[src/verilog/line_rx_pkg.sv]
// constants shared by the serial line receiver and its transmit fifo
// assumes one system clock; link clocks arrive as plain sampled inputs
// Notes on behaviour
// - setting sync search starts comparing incoming bits with the sync char
// - one or two contiguous sync chars select sync; two by default
// - lone sync in two-sync mode resets receive logic, ignores two bits
// - after sync, receiver active sets; chars request interrupts if enabled
// - clearing sync search loses the partial char and drops sync
// - stripping hides the done interrupt of sync chars but keeps them
// - unread buffer is overwritten by the next char, overrun sets
// - one-sync mode resyncs falsely if a sync char sits in the buffer
// - external mode goes active at once, framing from the next bit
// - full char moves into the buffer, sets done and requests interrupt
// - isochronous transmit needs no sync char, idles between chars
// - isochronous transmit wraps each char in start and stop bits
// - transmit done sets on first data bit, holds until rewrite or disable
// - isochronous receive goes active at once, frames on a start bit
// - isochronous receive checks stop bit, stores bare char, sets done
// - missing stop bit also sets the framing error flag
// - after reset or master reset the sync char is all ones
// - one-sync switch on selects one sync char, off selects two
package line_rx_pkg;
	// ****************************************
	// modes and widths
	// ****************************************
	localparam logic [1:0] MODE_INT_SYNC = 2'h0;
	localparam logic [1:0] MODE_EXT_SYNC = 2'h1;
	localparam logic [1:0] MODE_ISO = 2'h2;
	localparam int DATA_WIDTH = 8;
	localparam int FIFO_DEPTH = 8;
	localparam logic [3:0] CHAR_LEN_BASE = 4'h5;
	localparam logic [3:0] HOLDOFF_BITS = 4'h2;
	// ****************************************
	// line levels and reset values
	// ****************************************
	localparam logic START_LEVEL = 1'b0;
	localparam logic MARK_LEVEL = 1'b1;
	localparam logic SYNC_RESET_BIT = 1'b1;
endpackage : line_rx_pkg

[src/verilog/stream_if.sv]
// valid/ready word channel between the line block and its fifo
// assumes both ends run on the same clock
`timescale 1ns/100ps
interface stream_if #(parameter int WIDTH = 8);
	logic valid;
	logic ready;
	logic [WIDTH-1:0] data;
	modport src (output valid, output data, input ready);
	modport snk (input valid, input data, output ready);
endinterface : stream_if

[src/verilog/word_fifo.sv]
// synchronous word fifo with valid/ready on both sides
// assumes synchronous active low reset on the same clock
`timescale 1ns/100ps
module word_fifo #(
	parameter int WIDTH = 8,
	parameter int DEPTH = 8
) (
	input wire logic clk,
	input wire logic rst_n,
	stream_if.snk wr,
	stream_if.src rd
);
	localparam int AW = $clog2(DEPTH);
	if (DEPTH < 2 || (1 << AW) != DEPTH || WIDTH < 1) begin : g_bad_depth
		$error("word_fifo: depth must be a power of two");
	end
	logic [WIDTH-1:0] mem [DEPTH];
	logic [AW:0] wp;
	logic [AW:0] rp;
	wire full = (wp[AW] != rp[AW]) && (wp[AW-1:0] == rp[AW-1:0]);
	wire empty = (wp == rp);
	wire push = wr.valid && !full;
	wire pop = rd.ready && !empty;
	assign wr.ready = !full;
	assign rd.valid = !empty;
	assign rd.data = mem[rp[AW-1:0]];
	always_ff @(posedge clk) begin
		if (push)
			mem[wp[AW-1:0]] <= wr.data;
	end
	always_ff @(posedge clk) begin
		if (!rst_n) begin
			wp <= '0;
			rp <= '0;
		end else begin
			wp <= wp + (AW+1)'(push);
			rp <= rp + (AW+1)'(pop);
		end
	end
endmodule : word_fifo

[src/verilog/sync_iso_line_receiver.sv]
// serial receiver with sync search and isochronous transmitter
// assumes link clocks and data are asynchronous pins; control from same clock
`timescale 1ns/100ps
module sync_iso_line_receiver #(
	parameter int DATA_W = line_rx_pkg::DATA_WIDTH,
	parameter int TX_DEPTH = line_rx_pkg::FIFO_DEPTH
) (
	input wire logic SYS_CLK,
	input wire logic RESETN,
	input wire logic MASTER_RESET_PULSE,
	input wire logic [1:0] LINE_MODE,
	input wire logic [1:0] CHAR_LENGTH,
	input wire logic ONE_SYNC_SWITCH,
	input wire logic SYNC_SEARCH_ENABLE,
	input wire logic DISCARD_SYNC_CHARS,
	input wire logic RX_IRQ_ENABLE,
	input wire logic SYNC_CHAR_WRITE,
	input wire logic [DATA_W-1:0] SYNC_CHAR_WDATA,
	input wire logic RX_BUFFER_READ,
	input wire logic RX_LINK_CLK,
	input wire logic RX_LINE_DATA,
	input wire logic TX_LINK_CLK,
	input wire logic TX_ENABLE,
	input wire logic TX_IRQ_ENABLE,
	input wire logic TX_BUFFER_WRITE,
	input wire logic [DATA_W-1:0] TX_BUFFER_WDATA,
	output logic TX_BUFFER_READY,
	output logic TX_LINE_DATA,
	output logic TX_DONE,
	output logic TX_IRQ,
	output logic [DATA_W-1:0] RX_DATA_BUFFER,
	output logic [DATA_W-1:0] SYNC_CHAR,
	output logic RECEIVER_ACTIVE,
	output logic RX_DONE,
	output logic OVERRUN_ERROR,
	output logic FRAMING_ERROR,
	output logic RX_IRQ
);
	if (DATA_W < 8 || DATA_W > 15) begin : g_bad_width
		$error("line receiver: data width must be 8 to 15");
	end

	// ****************************************
	// helpers
	// ****************************************
	localparam logic [3:0] W4 = 4'(DATA_W);

	// align a right-shifting assembly register to the char length
	function automatic logic [DATA_W-1:0] frame(
		input logic [DATA_W-1:0] sh,
		input logic [3:0] n
	);
		frame = sh >> (W4 - n);
	endfunction : frame

	function automatic logic [DATA_W-1:0] char_mask(input logic [3:0] n);
		char_mask = {DATA_W{1'b1}} >> (W4 - n);
	endfunction : char_mask

	typedef enum {
		R_IDLE, R_HUNT, R_SECOND, R_HOLDOFF, R_ACTIVE,
		R_ISO_WAIT, R_ISO_DATA, R_ISO_STOP
	} rx_state_t;
	typedef enum {T_IDLE, T_START, T_BITS, T_STOP} tx_state_t;

	// master reset acts like a second, program driven, init
	wire rst_n = RESETN && !MASTER_RESET_PULSE;
	wire [3:0] len = line_rx_pkg::CHAR_LEN_BASE + {2'h0, CHAR_LENGTH};
	wire iso = (LINE_MODE == line_rx_pkg::MODE_ISO);
	wire ext = (LINE_MODE == line_rx_pkg::MODE_EXT_SYNC);

	// ****************************************
	// pin synchronisers
	// ****************************************
	logic rx_clk_s1, rx_clk_s2, rx_clk_prev;
	logic rx_dat_s1, rx_dat_s2;
	logic tx_clk_s1, tx_clk_s2, tx_clk_prev;
	always_ff @(posedge SYS_CLK) begin
		if (!rst_n) begin
			rx_clk_s1 <= 1'b0;
			rx_clk_s2 <= 1'b0;
			rx_clk_prev <= 1'b0;
			rx_dat_s1 <= line_rx_pkg::MARK_LEVEL;
			rx_dat_s2 <= line_rx_pkg::MARK_LEVEL;
			tx_clk_s1 <= 1'b0;
			tx_clk_s2 <= 1'b0;
			tx_clk_prev <= 1'b0;
		end else begin
			rx_clk_s1 <= RX_LINK_CLK;
			rx_clk_s2 <= rx_clk_s1;
			rx_clk_prev <= rx_clk_s2;
			rx_dat_s1 <= RX_LINE_DATA;
			rx_dat_s2 <= rx_dat_s1;
			tx_clk_s1 <= TX_LINK_CLK;
			tx_clk_s2 <= tx_clk_s1;
			tx_clk_prev <= tx_clk_s2;
		end
	end
	// receive samples on rising edge, transmit changes on falling edge
	wire rx_edge = rx_clk_s2 && !rx_clk_prev;
	wire tx_fall = !tx_clk_s2 && tx_clk_prev;
	wire rx_bit = rx_dat_s2;

	// ****************************************
	// sync character register
	// ****************************************
	always_ff @(posedge SYS_CLK) begin
		if (!rst_n)
			SYNC_CHAR <= {DATA_W{line_rx_pkg::SYNC_RESET_BIT}};
		else if (SYNC_CHAR_WRITE)
			SYNC_CHAR <= SYNC_CHAR_WDATA;
	end

	// ****************************************
	// receive framing
	// ****************************************
	rx_state_t rstate, next_rstate;
	logic [DATA_W-1:0] shreg, next_shreg;
	logic [3:0] bits, next_bits;
	logic store, store_ferr, store_sync;
	logic [DATA_W-1:0] store_data;
	logic buf_sync;

	wire [DATA_W-1:0] shifted = {rx_bit, shreg[DATA_W-1:1]};
	wire [DATA_W-1:0] char_now = frame(shifted, len);
	wire [DATA_W-1:0] sync_ref = SYNC_CHAR & char_mask(len);
	wire sync_hit = (char_now == sync_ref);
	wire [3:0] bits_inc = bits + 4'h1;
	wire char_end = (bits_inc == len);
	// a sync char left in the buffer fools a one-sync restart
	wire stale_sync = ONE_SYNC_SWITCH &&
		((RX_DATA_BUFFER & char_mask(len)) == sync_ref);

	always_comb begin
		next_rstate = rstate;
		next_shreg = shreg;
		next_bits = bits;
		store = 1'b0;
		store_ferr = 1'b0;
		store_sync = 1'b0;
		store_data = char_now;
		if (!SYNC_SEARCH_ENABLE) begin
			next_rstate = R_IDLE;
			next_bits = 4'h0;
		end else begin
			case (rstate)
				R_IDLE: begin
					next_bits = 4'h0;
					next_shreg = '0;
					if (ext)
						next_rstate = R_ACTIVE;
					else if (iso)
						next_rstate = R_ISO_WAIT;
					else if (stale_sync)
						next_rstate = R_ACTIVE;
					else
						next_rstate = R_HUNT;
				end
				R_HUNT: if (rx_edge) begin
					next_shreg = shifted;
					next_bits = 4'h0;
					if (sync_hit)
						next_rstate = ONE_SYNC_SWITCH ? R_ACTIVE : R_SECOND;
				end
				R_SECOND: if (rx_edge) begin
					next_shreg = shifted;
					next_bits = bits_inc;
					if (char_end) begin
						next_bits = 4'h0;
						next_rstate = sync_hit ? R_ACTIVE : R_HOLDOFF;
					end
				end
				R_HOLDOFF: if (rx_edge) begin
					// bits are ignored here; a sync starting now is missed
					next_bits = bits_inc;
					if (bits_inc == line_rx_pkg::HOLDOFF_BITS) begin
						next_bits = 4'h0;
						next_shreg = '0;
						next_rstate = R_HUNT;
					end
				end
				R_ACTIVE: if (rx_edge) begin
					next_shreg = shifted;
					next_bits = bits_inc;
					if (char_end) begin
						next_bits = 4'h0;
						store = 1'b1;
						store_sync = sync_hit;
					end
				end
				R_ISO_WAIT: if (rx_edge && rx_bit == line_rx_pkg::START_LEVEL) begin
					next_bits = 4'h0;
					next_shreg = '0;
					next_rstate = R_ISO_DATA;
				end
				R_ISO_DATA: if (rx_edge) begin
					next_shreg = shifted;
					next_bits = bits_inc;
					if (char_end)
						next_rstate = R_ISO_STOP;
				end
				R_ISO_STOP: if (rx_edge) begin
					store = 1'b1;
					store_data = frame(shreg, len);
					store_ferr = (rx_bit != line_rx_pkg::MARK_LEVEL);
					next_bits = 4'h0;
					next_rstate = R_ISO_WAIT;
				end
				default: next_rstate = R_IDLE;
			endcase
		end
	end

	wire next_active = (next_rstate == R_ACTIVE) ||
		(next_rstate == R_ISO_WAIT) || (next_rstate == R_ISO_DATA) ||
		(next_rstate == R_ISO_STOP);

	always_ff @(posedge SYS_CLK) begin
		if (!rst_n) begin
			rstate <= R_IDLE;
			shreg <= '0;
			bits <= 4'h0;
			RECEIVER_ACTIVE <= 1'b0;
		end else begin
			rstate <= next_rstate;
			shreg <= next_shreg;
			bits <= next_bits;
			RECEIVER_ACTIVE <= next_active;
		end
	end

	// ****************************************
	// receive buffer and flags
	// ****************************************
	// a read in the same cycle as a new char does not clear it
	wire next_done = store || (RX_DONE && !RX_BUFFER_READ);
	wire next_ovr = (store && RX_DONE && !RX_BUFFER_READ) ||
		(OVERRUN_ERROR && !RX_BUFFER_READ);
	wire next_ferr = (store && store_ferr) ||
		(FRAMING_ERROR && !RX_BUFFER_READ);

	always_ff @(posedge SYS_CLK) begin
		if (!rst_n) begin
			RX_DATA_BUFFER <= '0;
			buf_sync <= 1'b0;
			RX_DONE <= 1'b0;
			OVERRUN_ERROR <= 1'b0;
			FRAMING_ERROR <= 1'b0;
		end else begin
			if (store) begin
				RX_DATA_BUFFER <= store_data;
				buf_sync <= store_sync;
			end
			RX_DONE <= next_done;
			OVERRUN_ERROR <= next_ovr;
			FRAMING_ERROR <= next_ferr;
		end
	end
	assign RX_IRQ = RX_DONE && RX_IRQ_ENABLE &&
		!(DISCARD_SYNC_CHARS && buf_sync);

	// ****************************************
	// transmit buffer
	// ****************************************
	stream_if #(.WIDTH(DATA_W)) tx_in ();
	stream_if #(.WIDTH(DATA_W)) tx_out ();
	word_fifo #(.WIDTH(DATA_W), .DEPTH(TX_DEPTH)) u_word_fifo (
		.clk(SYS_CLK),
		.rst_n(rst_n),
		.wr(tx_in),
		.rd(tx_out)
	);
	assign tx_in.valid = TX_BUFFER_WRITE;
	assign tx_in.data = TX_BUFFER_WDATA;
	assign TX_BUFFER_READY = tx_in.ready;
	wire tx_written = TX_BUFFER_WRITE && tx_in.ready;

	// ****************************************
	// isochronous transmitter
	// ****************************************
	tx_state_t tstate, next_tstate;
	logic [DATA_W-1:0] tsh;
	logic [3:0] tbits;
	// no sync fill: the line simply marks when the fifo is empty
	wire tx_take = (tstate == T_IDLE) && iso && TX_ENABLE;
	assign tx_out.ready = tx_take;
	wire tx_load = tx_take && tx_out.valid;
	wire tx_first = (tstate == T_BITS) && tx_fall && (tbits == 4'h0);
	wire tbits_end = ((tbits + 4'h1) == len);

	always_comb begin
		next_tstate = tstate;
		case (tstate)
			T_IDLE: if (tx_load) next_tstate = T_START;
			T_START: if (tx_fall) next_tstate = T_BITS;
			T_BITS: if (tx_fall && tbits_end) next_tstate = T_STOP;
			T_STOP: if (tx_fall) next_tstate = T_IDLE;
			default: next_tstate = T_IDLE;
		endcase
	end

	always_ff @(posedge SYS_CLK) begin
		if (!rst_n) begin
			tstate <= T_IDLE;
			tsh <= '0;
			tbits <= 4'h0;
			TX_LINE_DATA <= line_rx_pkg::MARK_LEVEL;
		end else begin
			tstate <= next_tstate;
			if (tx_load) begin
				tsh <= tx_out.data;
				tbits <= 4'h0;
			end
			if (tx_fall) begin
				case (tstate)
					T_START: TX_LINE_DATA <= line_rx_pkg::START_LEVEL;
					T_BITS: begin
						TX_LINE_DATA <= tsh[0];
						tsh <= {1'b0, tsh[DATA_W-1:1]};
						tbits <= tbits + 4'h1;
					end
					default: TX_LINE_DATA <= line_rx_pkg::MARK_LEVEL;
				endcase
			end
		end
	end

	// first data bit on the line wins over a same cycle rewrite
	always_ff @(posedge SYS_CLK) begin
		if (!rst_n)
			TX_DONE <= 1'b0;
		else
			TX_DONE <= tx_first ||
				(TX_DONE && !tx_written && TX_ENABLE);
	end
	assign TX_IRQ = TX_DONE && TX_IRQ_ENABLE;
endmodule : sync_iso_line_receiver

[config.mk]
export PLATFORM = sky130hd
export DESIGN_NAME = sync_iso_line_receiver
export DESIGN_NICKNAME = d
export VERILOG_FILES = /design/src/verilog/line_rx_pkg.sv /design/src/verilog/stream_if.sv /design/src/verilog/word_fifo.sv /design/src/verilog/sync_iso_line_receiver.sv
export SDC_FILE = /design/constraint.sdc
export NUM_CORES = 1
export LEC_CHECK = 0
export ABC_CLOCK_PERIOD_IN_PS = 6470
export BUFFER_PORTS_ARGS = -buffer_cell sky130_fd_sc_hd__buf_2
export CAP_MARGIN = 20
export CORE_MARGIN = 2
export CORE_UTILIZATION = 52
export DETAILED_ROUTE_END_ITERATION = 16
export PLACE_DENSITY_LB_ADDON = 0.3
export SLEW_MARGIN = 0
export SYNTH_ARGS = -nofsm -noshare
export SYNTH_HDL_FRONTEND = slang
export SYNTH_HIERARCHICAL = 1
export SYNTH_SLANG_ARGS = --single-unit
[constraint.sdc]
create_clock -name SYS_CLK -period 6.47 [get_ports SYS_CLK]
set_input_delay 0.647 -clock SYS_CLK [delete_from_list [all_inputs] [get_ports SYS_CLK]]
set_output_delay 0.647 -clock SYS_CLK [all_outputs]
set_load 0.02 [all_outputs]
==> metrics.txt, run 1 <==
layout cells sized above 1=about 17%; Die Area=0.01464 mm2; Max Freq=~280 MHz; worst setup margin=approximately 2.9 ns; top fanout value on the critical path=20; Synth async-reset ratio=0%; Overflow after GRT=0; EDFF count, synth=between 60 and 70; Max Cap Viol=0; GP Congestion=~0.87; CTS tree=yes; largest area contributor in the netlist=dfxtp_1; drt first-iter violations=around 300; Post-DRT Antenna Nets=0; P&R area growth vs syn=14.80%; Synth Flop Type=dfxtp_1; post-synthesis sequential area ratio=between 50% and 60%; Final Setup Violations=0; share of the synthesized area in the top cell type=between 20 and 30%; Fin Clk Skew=0.009700 ns; fillers=between 1000 and 1500; htree depth=4; Startpoint Class=primary input; Core Box Area=~0.013 mm2; setup TNS=0 ns; outcome=finished clean; hpwl dp=10290 um; via count=around 4800; clock tree buffer depth=2; Syn. warnings=6; antenna cells=0; Slew Limit Headroom=about 32%; First-pass DRT Iterations=4; Crit-path slowest cell=ha_1; worst slew pin tran=between 1 and 1.5 ns; critical path required time=between 6 and 7 ns; post-route clock period utilization=54.64%; worst path buffer plus inverter count=2; vias in the first global route=between 4000 and 5000; final WL=14850 um; LEAKAGE=roughly 0.0031 uW; initial antenna violation count=0; nets@finish=between 700 and 800; Hold Vio Cnt, Final=0; Clock Pin Slew Worst Setup and Hold Paths=0.07 ns; Cells after Synth=between 500 and 600; Total Routing Usage GR=a little over a fifth; Crit. End Element=flop; PD cells=between 200 and 300 mW/mm2; DRC=0; row count=42; post-CTS sizing=0; overall die height=about 120 um; cell breakdown of the critical path=buf_2 > inv_2 > ha_1 > mux4_2 > xnor2_1 > nand4_1 > nor3_2 > or4b_1 > a21oi_1; cell family contributing the most delay on the critical path=simple AND/OR/NAND/NOR gates; vias per cell=about 5.6; maximum vdd ir drop=0.1694 mV; largest net degree at the start of global routing=36; Crit Path Category=primary input to flop; routed wire length per instance=about 17 um; Synth cell types=between 60 and 70; die width=121.0 um; RSZ-0062 raised after global routing=false; Avg Inst Size Synth=11.93 um2; Post-CTS Setup Bufs=0; Inserted Clock Buffers=17; Worst-Skew Late Latency=approximately 0.43 ns; crit-path max cell delay=0.80 ns; worst slack, placed=2.530 ns; Starting Density=53.55%; CP arrival=3.89 ns; root buffer cell=clkbuf_16; I/O Pins=60; Port Buf Inserts=between 50 and 60; synthesized flop and latch total=approximately 160; fin crit period=roughly 3.5 ns; Post-CTS Hold Fix Bufs=0; Sink Count=approximately 160; first-pass GRT wire length=approximately 24000 um; Post-Syn Area=0.007119 mm2; leading post-synthesis cells by cell area=dfxtp_1 (27%), edfxtp_1 (27%), mux4_1 (5.9%); Worst Hold Class=primary input to flop; Max Slew Vio Count=0
[where the power goes]
| group | internal (uW) | switching [uW] |
|---|---|---|
| Clock | 519 | 455 |
| Sequential | 1070 | 8.64 |
| Combinational | 37.5 | 53.5 |
[cells in the mapped netlist (3+ instances only)]
cell	instances
nand2b_1	8
nand4_1	5
o211ai_1	3
nor2_1	40
buf_2	5
mux2_2	11
nor4_1	10
clkbuf_1	18
xor2_1	17
buf_6	3
inv_1	10
edfxtp_1	64
mux4_2	4
a21oi_1	22
nor2b_1	7
and4_1	3
dfxtp_1	97
a211oi_1	15
xnor2_1	18
mux2i_1	30
a221oi_1	3
mux4_1	16
buf_4	3
nor3_1	5
o21ai_0	19
and2_1	21
nor3b_1	3
nand3_1	24
nand2_1	43
ha_1	16
and3_1	7
and3b_1	5
a31oi_1	4
[registers in the layout, summed over array words and instances (netlist names), 2 cells and up]
register and cells:
shreg 8, tbits 4, SYNC_CHAR 8, bits 4
rstate 32, tsh 8, u_word_fifo/rp 4, u_word_fifo/wp 4
RX_DATA_BUFFER 8, u_word_fifo/mem 64, tstate 2
[stage by stage]
step                      cells  utilization [%]  hold WS [ns]  total power (uW)  area, um2
final                       864            61.47        0.4019              2145       8173
after global routing        864            61.47        0.3997              2221       8173
after CTS                   863            61.43        0.3822              2165       8168
after detailed placement    831            57.03        0.3963              1193       7582
after global placement      831            57.03        0.3989              1189       7582
after floorplan             625                -        0.3863              1161       7224
[area by class of cell]
| type | instances | area, um2 | area share (%) |
|---|---|---|---|
| flip-flops and latches | 161 | 3864 | 47.27 |
| multi-input cells | 422 | 3147 | 38.50 |
| clock buffers | 17 | 425.4 | 5.205 |
| repair buffers | 62 | 315.3 | 3.858 |
| well taps | 176 | 220.2 | 2.694 |
| clock inverters | 15 | 160.2 | 1.960 |
| inverters | 11 | 41.29 | 0.5052 |
[worst register-to-register path, cell delays in order (launching register included)]
cell and delay, ns:
dfxtp_1 0.46, ha_1 0.24, xnor2_1 0.10, or2_0 0.24, mux2i_2 0.33, and4_1 0.64, nor2_4 0.09, or4b_1 0.51
a21oi_1 0.15
[per-layer routing]
metal	track usage [%]	up-vias	part of all wire [%]
li1	-	2339	-
met1	26.68	2296	44
met2	35.53	145	48
met3	5.451	30	5.5
met4	10.10	0	2.4
met5	0	-	0
[logic make-up after synthesis]
logic type	after synthesis	share of synthesized area, %
xor gates and xnor gates	35	4.306
buffers and inverters	42	3.005
and+or+nand+nor	194	14.38
DFF	161	54.27
other	1	0.05267
AOI/OAI and AO/OA	85	7.715
adders and majority gates	17	2.953
muxes	62	13.32
[final timing paths]
path,start,endpoint,slack (ns),cells past startpoint
setup / recovery,CHAR_LENGTH[0],buf_sync,2.93,9
hold / removal,RX_LINE_DATA,rx_dat_s1,0.40,2
setup reg to reg,bits[0],buf_sync,3.64,8
hold reg to reg,rx_dat_s1,rx_bit,0.41,1
[cells in the final DEF, fill, tap and decap left out, types with 4 or more instances in the layout]
| cell | synthesis | routed |
|---|---|---|
| mux4_1 | 16 | 16 |
| inv_1 | 10 | 10 |
| conb_1 | 1 | 29 |
| edfxtp_1 | 64 | 64 |
| xnor2_1 | 18 | 18 |
| ha_1 | 16 | 16 |
| buf_2 | 5 | 60 |
| clkbuf_16 | 0 | 17 |
| a21oi_1 | 22 | 22 |
| dfxtp_1 | 97 | 97 |
| mux2_2 | 11 | 11 |
| nor4_1 | 10 | 10 |
| nor2b_1 | 7 | 7 |
| nor2_1 | 40 | 40 |
| o21ai_0 | 19 | 19 |
| xor2_1 | 17 | 17 |
| a211oi_1 | 15 | 15 |
| inv_8 | 0 | 7 |
| nand3_1 | 24 | 24 |
| and3b_1 | 5 | 5 |
| and3_1 | 7 | 7 |
| and2_1 | 21 | 21 |
| nand2_1 | 43 | 43 |
| nand4_1 | 5 | 5 |
| a31oi_1 | 4 | 4 |
| mux2i_1 | 30 | 30 |
| mux4_2 | 4 | 4 |
| nand2b_1 | 8 | 8 |
| nor3_1 | 5 | 5 |
(Power assumes the default switching activity.)
==> inputs of run 2 (changes only) <==
--- a/config.mk
+++ b/config.mk
@@ -5,7 +5,7 @@
 export SDC_FILE = /design/constraint.sdc
 export NUM_CORES = 1
 export LEC_CHECK = 0
-export ABC_CLOCK_PERIOD_IN_PS = 6470
+export ABC_CLOCK_PERIOD_IN_PS = 3050
 export BUFFER_PORTS_ARGS = -buffer_cell sky130_fd_sc_hd__buf_2
 export CAP_MARGIN = 20
 export CORE_MARGIN = 2
==> constraint.sdc (replaced) <==
create_clock -name SYS_CLK -period 3.05 [get_ports SYS_CLK]
set_input_delay 0.305 -clock SYS_CLK [delete_from_list [all_inputs] [get_ports SYS_CLK]]
set_output_delay 0.305 -clock SYS_CLK [all_outputs]
set_load 0.02 [all_outputs]
==> run 2 against run 1 <==
Clock power increased by 100%. Clock skew up 0.0089 ns. Critical endpoint is now RX_DATA_BUFFER[3]. Cell count rose by 1.5%. Global-route usage decreased by 0.23 points. Largest cell class unchanged. Combinational power increased by 120%. Critical path depth is the same.
==> metrics.txt, run 2 (same netlist as run 1, synthesis figures left out) <==
PD cells=541.1 mW/mm2 (was 262.5 mW/mm2); I/O Pins=60 (unchanged); LEAKAGE=0.003166 uW (was 0.003132 uW); First-pass DRT Iterations=5 (was 4); Core Box Area=0.01330 mm2 (unchanged); fin util=62.00% (was 61.47%); max reg flops=64 (unchanged); Max Cap Viol=0 (unchanged); register area=0.003864 mm2 (unchanged); outcome=finished clean (unchanged); cell family contributing the most delay on the critical path=multiplexers (was simple AND/OR/NAND/NOR gates); vias in the first global route=4704 (was 4773); multi-input logic area=0.003147 mm2 (unchanged); initial antenna violation count=0 (unchanged); fin crit period=2.540 ns; overall die height=121.0 um (unchanged); Total Routing Usage GR=21.37% (was 21.60%); Overflow after GRT=0 (unchanged); Post-DRT Antenna Nets=0 (unchanged); routed wire length per instance=16.78 um (was 17.18 um); Post-CTS Setup Bufs=0 (unchanged); RSZ-0062 raised after global routing=false (unchanged); Post-CTS Hold Fix Bufs=0 (unchanged); Reg2Reg Setup Slack=0.51 ns (was 3.64 ns); largest net degree at the start of global routing=28 (was 36); Max Slew Vio Count=0 (unchanged); worst slack, placed=0.1009 ns (was 2.530 ns); Crit. path cell count=9 (unchanged); Final Setup Violations=0 (unchanged); most common cell after layout, fill and taps aside=dfxtp_1 (unchanged); Worst Hold Class=primary input to flop (unchanged); Sink Count=161 (unchanged); via count=4854 (was 4810); setup TNS=0 ns (unchanged); Die Area=0.01464 mm2 (unchanged); row count=42 (unchanged); first-pass GRT wire length=23780 um (was 24120 um); Inserted Clock Buffers=17 (unchanged); Crit. End Element=flop (unchanged); worst setup margin=0.5100 ns (was 2.935 ns); worst reg2reg startpoint=bits[0] (unchanged); cell breakdown of the critical path=ha_1 > xnor2_1 > or2_0 > mux2i_2 > and4_1 > buf_4 > mux2_2 > mux2i_1 > nor2_1 (was buf_2 > inv_2 > ha_1 > mux4_2 > xnor2_1 > nand4_1 > nor3_2 > or4b_1 > a21oi_1); Crit Path Category=flop to flop (was primary input to flop); critical path required time=3.36 ns (was 6.83 ns); Worst-Skew Late Latency=0.43 ns (about the same); worst path buffer plus inverter count=1 (was 2); Starting Density=53.55% (unchanged); worst slew pin tran=0.6700 ns (was 1.012 ns); Slew Limit Headroom=55.23% (was 32.46%); Max Freq=393.7 MHz; CP arrival=2.85 ns (was 3.89 ns); Clock Pin Slew Worst Setup and Hold Paths=0.06 ns (was 0.07 ns); CTS tree=yes (unchanged); origin of the worst setup path=bits[0] (was CHAR_LENGTH[0]); htree depth=4 (unchanged); maximum vdd ir drop=0.3978 mV (was 0.1694 mV); Crit-path slowest cell=dfxtp_1 (was ha_1); nets@finish=739 (was 726); Worst R2R End=RX_DATA_BUFFER[3] (was buf_sync); post-route clock period utilization=83.28%; highest-count cells in the layout ignoring fill and taps=dfxtp_1 (97), edfxtp_1 (64), buf_2 (59) (was dfxtp_1 (97), edfxtp_1 (64), buf_2 (60)); antenna cells=0 (unchanged); layout cells sized above 1=18.54% (was 17.15%); Startpoint Class=flop (was primary input); final WL=14710 um (was 14850 um); drt first-iter violations=396 (was 308); P&R area growth vs syn=15.78% (was 14.80%); hpwl dp=10340 um (was 10290 um); Port Buf Inserts=59 (unchanged); root buffer cell=clkbuf_16 (unchanged); post-CTS sizing=0 (unchanged); vias per cell=5.535 (was 5.567); clock tree buffer depth=2 (unchanged); top fanout value on the critical path=6 (was 20); worst r2r path cells=9 (was 8); Critical Path Sink=RX_DATA_BUFFER[3] (was buf_sync); Hold Vio Cnt, Final=0 (unchanged); fillers=1016 (was 1046); crit-path max cell delay=0.46 ns (was 0.80 ns); DRC=0 (unchanged); Fin Clk Skew=0.01856 ns (was 0.009700 ns); die width=121.0 um (unchanged); GP Congestion=0.8815 (was 0.8654)
## run 2: changes by cell type in the layout (fill, tap and decap cells not counted)
cell | previous run | this run
inv_8 | 7 | 2
clkbuf_1 | 0 | 1
clkinv_4 | 2 | 3
buf_4 | 2 | 16
clkinv_8 | 2 | 1
clkinvlp_4 | 0 | 4
buf_2 | 60 | 59
## run 2: worst min-delay path by stage
| stage | start | end | depth (start not counted) |
|---|---|---|---|
| floorplan | RX_BUFFER_READ | OVERRUN_ERROR | 1 |
| global placement | rx_dat_s1 | rx_bit | 1 |
| detailed placement | rx_dat_s1 | rx_bit | 1 |
| CTS | RX_BUFFER_READ | OVERRUN_ERROR | 2 |
| global route | RX_BUFFER_READ | OVERRUN_ERROR | 2 |
| finish | RX_LINE_DATA | rx_dat_s1 | 2 |
## run 2: stage by stage
stage / std cells / cell area (um2) / power, uW / hold WS (ns)
CTS: 877 / 8243 / 4501 / 0.05322
finish: 877 / 8243 / 4461 / 0.06610
global route: 877 / 8243 / 4628 / 0.05476
floorplan: 625 / 7224 / 2463 / 0.3778
detailed placement: 845 / 7687 / 2538 / 0.3948
global placement: 845 / 7687 / 2529 / 0.3953
## run 2: cell type report
type / count / share of cell area (%)
Clock buffer: 18 / 5.206
Tap cell: 176 / 2.672
Inverter: 11 / 0.5009
Clock inverter: 14 / 1.533
Sequential cell: 161 / 46.87
Timing Repair Buffer: 75 / 5.039
Multi-Input combinational cell: 422 / 38.18
## run 2: report_power, final
part           total (uW)  internal (uW)  switching, uW
Combinational         201           85.1            116
Sequential           2290           2270           17.3
Clock                1970           1070            903
Total                4460           3420           1040
## run 2: metal layers
metal,vias up,GRT usage (%),wire [um]
met5,-,0,0
met4,0,8.358,281
met3,21,5.451,855
met2,144,34.73,7002
met1,2330,27.43,6574
li1,2359,-,-
## run 2: worst reg2reg max path: stages (launching register included)
cell     delay, ns
dfxtp_1       0.46
ha_1          0.25
xnor2_1       0.12
or2_0         0.24
mux2i_2       0.31
and4_1        0.34
buf_4         0.19
mux2_2        0.34
mux2i_1       0.13
nor2_1        0.06
